$ cat src/verilog/tfskip_pkg.sv
// Purpose: constants for the timer request flag skip instruction unit
// Assumes: one 50 MHz core clock, asynchronous active-low reset
// Notes:   flags are held in tfskip_flag; timers raise them by one-cycle set pulses
//
// Behaviour
// - timer-1 enable 0 and flag set: clear flag, skip next instruction.
// - timer-1 enable 0 and flag clear: next instruction runs normally.
// - timer-1 enable 1: instruction is a no-op, flag untouched, no skip.
// - timer-2 instruction is one word, one cycle, carry unchanged.
// - timer-2 enable 0 and flag set: clear flag, skip next instruction.
// - timer-2 skip decided only while its enable is 0, flag set.
// - timer-2 enable 0 and flag clear: next instruction runs normally.
package tfskip_pkg;
  localparam logic FLAG_RESET  = 1'h0;
  localparam logic SKIP_RESET  = 1'h0;
  localparam logic DONE_RESET  = 1'h0;
  localparam logic CARRY_RESET = 1'h0;
  localparam int   EXEC_CYCLES = 1;
  localparam int   NUM_TIMERS  = 2;
endpackage

$ cat src/verilog/tfskip_flag.sv
// Purpose: one timer request flag with skip test
// Assumes: set pulse from the timer, test strobe from the sequencer
// Notes:   a set arriving with the clearing test wins, so no request is lost
module tfskip_flag
  import tfskip_pkg::*;
(
  input  wire logic i_clk,
  input  wire logic i_nrst,
  input  wire logic i_set,
  input  wire logic i_test,
  input  wire logic i_irq_enable_bit,
  output logic      o_flag,
  output logic      o_skip_hit
);
  logic armed;
  assign armed      = i_test && !i_irq_enable_bit;
  assign o_skip_hit = armed && o_flag;

  always_ff @(posedge i_clk or negedge i_nrst) begin
    if (!i_nrst) begin
      o_flag <= FLAG_RESET;
    end else if (i_set) begin
      o_flag <= 1'h1;
    end else if (o_skip_hit) begin
      o_flag <= 1'h0;
    end
  end
endmodule // tfskip_flag

$ cat src/verilog/tfskip_unit.sv
// Purpose: execution of the two timer request skip instructions
// Assumes: sequencer strobes at most one instruction per cycle
// Notes:   o_skip_next is registered; sequencer drops the following word when high
module tfskip_unit
  import tfskip_pkg::*;
#(
  parameter int N_TIMERS = NUM_TIMERS
) (
  input  wire logic i_clk,
  input  wire logic i_nrst,
  input  wire logic i_skip_on_timer1_request,
  input  wire logic i_skip_on_timer2_request,
  input  wire logic i_timer1_irq_enable_bit,
  input  wire logic i_timer2_irq_enable_bit,
  input  wire logic i_timer1_set,
  input  wire logic i_timer2_set,
  input  wire logic i_carry_flag,
  output logic      o_timer1_request_flag,
  output logic      o_timer2_request_flag,
  output logic      o_skip_next,
  output logic      o_carry_flag,
  output logic      o_done
);
  // ----------------------------------------------------------------
  // parameter checks
  // ----------------------------------------------------------------
  // the ports name two timers; any other count has nowhere to go
  if (N_TIMERS != 2) begin : g_bad_timers
    $error("tfskip_unit serves exactly two timers");
  end
  if (EXEC_CYCLES != 1) begin : g_bad_cycles
    $error("tfskip_unit answers exactly one cycle after the strobe");
  end

  // ----------------------------------------------------------------
  // per-timer packing
  // ----------------------------------------------------------------
  logic [N_TIMERS-1:0] set_vec;
  logic [N_TIMERS-1:0] test_vec;
  logic [N_TIMERS-1:0] enable_vec;
  logic [N_TIMERS-1:0] flag_vec;
  logic [N_TIMERS-1:0] hit_vec;
  logic                hit1;
  logic                hit2;

  assign set_vec    = {i_timer2_set, i_timer1_set};
  assign test_vec   = {i_skip_on_timer2_request, i_skip_on_timer1_request};
  assign enable_vec = {i_timer2_irq_enable_bit, i_timer1_irq_enable_bit};
  assign hit1       = hit_vec[0];
  assign hit2       = hit_vec[1];

  // ----------------------------------------------------------------
  // request flags
  // ----------------------------------------------------------------
  // a set pulse meeting a clearing test wins, so no request is lost
  for (genvar gi = 0; gi < N_TIMERS; gi++) begin : g_timer
    tfskip_flag tfskip_flag_i (
      .i_clk            (i_clk),
      .i_nrst           (i_nrst),
      .i_set            (set_vec[gi]),
      .i_test           (test_vec[gi]),
      .i_irq_enable_bit (enable_vec[gi]),
      .o_flag           (flag_vec[gi]),
      .o_skip_hit       (hit_vec[gi])
    );
  end

  // each flag leaves straight from the flop inside its cell
  assign o_timer1_request_flag = flag_vec[0];
  assign o_timer2_request_flag = flag_vec[1];

  // ----------------------------------------------------------------
  // skip decision
  // ----------------------------------------------------------------
  // registered: the sequencer drops the word it fetches next
  always_ff @(posedge i_clk or negedge i_nrst) begin
    if (!i_nrst) begin
      o_skip_next <= SKIP_RESET;
    end else begin
      o_skip_next <= hit1 || hit2;
    end
  end

  // ----------------------------------------------------------------
  // completion
  // ----------------------------------------------------------------
  always_ff @(posedge i_clk or negedge i_nrst) begin
    if (!i_nrst) begin
      o_done <= DONE_RESET;
    end else begin
      o_done <= i_skip_on_timer1_request || i_skip_on_timer2_request;
    end
  end

  // ----------------------------------------------------------------
  // carry
  // ----------------------------------------------------------------
  // carry passes through untouched; a skip never writes it
  always_ff @(posedge i_clk or negedge i_nrst) begin
    if (!i_nrst) begin
      o_carry_flag <= CARRY_RESET;
    end else begin
      o_carry_flag <= i_carry_flag;
    end
  end
endmodule // tfskip_unit

$ cat config.mk
export PLATFORM = sky130hd
export DESIGN_NAME = tfskip_unit
export DESIGN_NICKNAME = d
export VERILOG_FILES = /design/src/verilog/tfskip_pkg.sv /design/src/verilog/tfskip_flag.sv /design/src/verilog/tfskip_unit.sv
export SDC_FILE = /design/constraint.sdc
export NUM_CORES = 1
export LEC_CHECK = 0
export BUFFER_PORTS_ARGS = -buffer_cell sky130_fd_sc_hd__buf_2
export CORE_AREA = 2 2 39 41
export DETAILED_ROUTE_END_ITERATION = 10
export DIE_AREA = 0 0 41 43
export HOLD_SLACK_MARGIN = 0.15
export PLACE_DENSITY = 0.46
export SYNTH_ARGS = -nofsm -noshare
export SYNTH_HDL_FRONTEND = slang
export SYNTH_SLANG_ARGS = --single-unit
$ cat constraint.sdc
create_clock -name i_clk -period 1.3 [get_ports i_clk]
set_input_delay 0.13 -clock i_clk [delete_from_list [all_inputs] [get_ports i_clk]]
set_output_delay 0.13 -clock i_clk [all_outputs]
set_load 0.01 [all_outputs]
==> impl_metrics.env <==
export IMPL_crit_arrival_ns=0.77
export IMPL_die_height_um=43
export IMPL_synth_largest_area_cell="dfrtp_1"
export IMPL_setup_violations_final=0
export IMPL_clk_path_buf_depth=2
export IMPL_reg2regPathDepth=1
export IMPL_tritoncts="done"
export IMPL_max_slew_margin=0.9090
export IMPL_max_freq_ghz=1.110
export IMPL_fin_worst_skew_ns=0.003156
export IMPL_post_drt_via_cell_ratio=3.269
export IMPL_worst_setup_path_start_kind="flop"
export IMPL_clock_sinks=5
export IMPL_drt_drc_violations_left=0
export IMPL_finalWirelength_um=444
export IMPL_post_synth_main_area_contributors="dfrtp_1 67%, nand2b_4 15%, a21o_1 8.0%"
export IMPL_timing_hold_violations_final=0
export IMPL_cts_root_buffer_cell="clkbuf_4"
export IMPL_timing_critical_path_required_ns=1.17
export IMPL_critical_path_class="flop to primary output"
export IMPL_post_route_period_util=0.6931
export IMPL_dpl_hpwl_um=358.6
export IMPL_final_antenna_net_count=0
export IMPL_syn_mean_instance_area_um2=14.44
export IMPL_cp_max_fo=3
export IMPL_synth_nets=22
export IMPL_yosys_cell_types_count=6
export IMPL_finalNetCount=46
export IMPL_first_global_vias=190
export IMPL_postCtsSetupRepairBufs=0
export IMPL_mappedNetlistArea_um2=187.7
export IMPL_r2r_setup_slack_ns=0.64
export IMPL_pleak_nw=0.1876
export IMPL_drive_above_1_share=0.5000
export IMPL_worst_r2r_endpoint="g_timer[0].tfskip_flag_i.o_flag"
export IMPL_min_period_ns=0.9010
export IMPL_die_area_um2=1763
export IMPL_fin_hold_ws_ns=0.1897
export IMPL_worstMarginPinSlew_ns=0.1365
export IMPL_classification_of_the_worst_slack_hold_path="input pin to flop"
export IMPL_antenna_found_initial=0
export IMPL_ys_seq_elements=5
export IMPL_port_buffers=13
export IMPL_syn_to_final_growth_pct=91.33
export IMPL_synthesis_instances=13
export IMPL_worstSkewPairLatency_ns=0.24
export IMPL_drt_wirelength_per_cell_um=8.538
export IMPL_grt_pass1_wl_um=745
export IMPL_worstPathBufferInverterCount=1
export IMPL_synth_largest_type_area_fraction=0.6667
export IMPL_endpoint="o_timer1_request_flag"
export IMPL_crit_slowest_cell="dfrtp_1"
export IMPL_cts_max_level=1
export IMPL_fp_dieW_um=41
export IMPL_cts_reportedPaths_clkPinSlew_ns=0.04
export IMPL_antenna_cells_inserted=0
export IMPL_synthesis_yosys_warnings=0
export IMPL_endpoint_kind="primary output"
export IMPL_timing_rr_start="g_timer[0].tfskip_flag_i.o_flag"
export IMPL_cp_num_cells=1
export IMPL_via_count=170
export IMPL_start_util=0.1356
export IMPL_drv_slew=0
export IMPL_cts_buffers=3
export IMPL_cp_launch_point="g_timer[0].tfskip_flag_i.o_flag"
export IMPL_timing_critical_path_cells="buf_2"
export IMPL_multi_input_area_um2=55.05
export IMPL_std_cell_core_area_um2=1384
export IMPL_setup_total_negative_slack_ns=0
export IMPL_ir_drop_uv=279.3
export IMPL_grt_total_usage=0.06963
export IMPL_layout_area_seq_um2=125.1
export IMPL_grt_setup_unrepaired="false"
export IMPL_floorplan_rows=14
export IMPL_worst_path_dominant_cell_family="flip-flops"
export IMPL_yosysSeqAreaShare=0.6667
export IMPL_boundaryPins=14
export IMPL_outcome="finished, final reports clean"
export IMPL_critPathMaxStageDelay_ns=0.39
export IMPL_cap_violations=0
export IMPL_firstDrtPassIters=4
export IMPL_power_density_nw_per_um2=1133
export IMPL_first_iter_violations=4
export IMPL_grt_start_max_net_pins=6
export IMPL_fillers=151
export IMPL_global_route_overflow_total=0
export IMPL_place_gp_congestion=0.6581
-- synth_stat cells --
cell type	number
inv_1	2
a21o_1	2
nand2b_4	2
dfrtp_1	5
o22ai_1	1
or2_1	1
-- worst min path at each step --
stage | startpoint | end | slack, ns | cells after the start
after global routing | i_timer1_irq_enable_bit | o_skip_next | 0.20 | 3
after detailed placement | i_nrst | g_timer[1].tfskip_flag_i.o_flag | -0.05 | 1
after floorplan | i_nrst | g_timer[0].tfskip_flag_i.o_flag | -0.17 | 0
after global placement | i_nrst | g_timer[1].tfskip_flag_i.o_flag | -0.05 | 1
final | i_timer1_irq_enable_bit | o_skip_next | 0.19 | 3
after CTS | i_timer1_irq_enable_bit | o_skip_next | 0.19 | 3
-- power by group --
group	internal, mW	switching, mW	leakage [nW]
clock network	0.116	0.0594	0.0150
registers	0.166	0.00455	0.0543
logic	0.0370	0.0237	0.118
total	0.319	0.0876	0.188
-- repair_timing --
action / CTS / global route
hold endpoints to repair: 9 / 0
gates resized for setup: 0 / 0
hold buffers: 6 / 0
-- registers in the layout (all words and copies together), names as in the netlist --
name / cells
o_done: 1
g_timer.tfskip_flag_i.o_flag: 2
o_skip_next: 1
o_carry_flag: 1
-- per-layer routing --
layer | GRT usage | part of all wire | vias up
met5 | 0 | 0 | -
met4 | 0.08000 | 0.014 | 0
met3 | 0.03141 | 0.19 | 2
met2 | 0.07500 | 0.31 | 16
met1 | 0.08824 | 0.49 | 66
li1 | - | - | 86
-- area by class of cell --
type,count,share of cell area
Clock buffer,4,0.07317
Inverter,2,0.02091
Sequential cell,5,0.3484
Tap cell,16,0.05575
Multi-Input combinational cell,6,0.1533
Timing Repair Buffer,19,0.3484
-- metrics by stage --
step                      utilization  setup WS [ns]  power [mW]  cell area, µm²  std cells
final                          0.2595         0.3990      0.4067           359.1         52
after global placement         0.1971         0.6504      0.2213           272.8         42
after global routing           0.2595         0.3678      0.4347           359.1         52
after CTS                      0.2595         0.3920      0.4179           359.1         52
after detailed placement       0.1971         0.6511      0.2214           272.8         42
after floorplan                     -         0.6245      0.1920           187.7         13
-- cell families (layout without fill, tap and decap cells) --
kind of cell | Yosys count | in the layout | synth area share
compound gates | 3 | 3 | 0.1133
buf+inv | 2 | 25 | 0.04001
flops | 5 | 5 | 0.6667
simple gates | 3 | 3 | 0.1800
-- layout by cell type (no fill, tap or decap) --
cell	instances
clkbuf_1	1
dfrtp_1	5
nand2b_4	2
a21o_1	2
clkbuf_4	3
inv_1	2
dlygate4sd3_1	6
o22ai_1	1
buf_2	13
or2_1	1
Power figures use the tool's default switching activity.
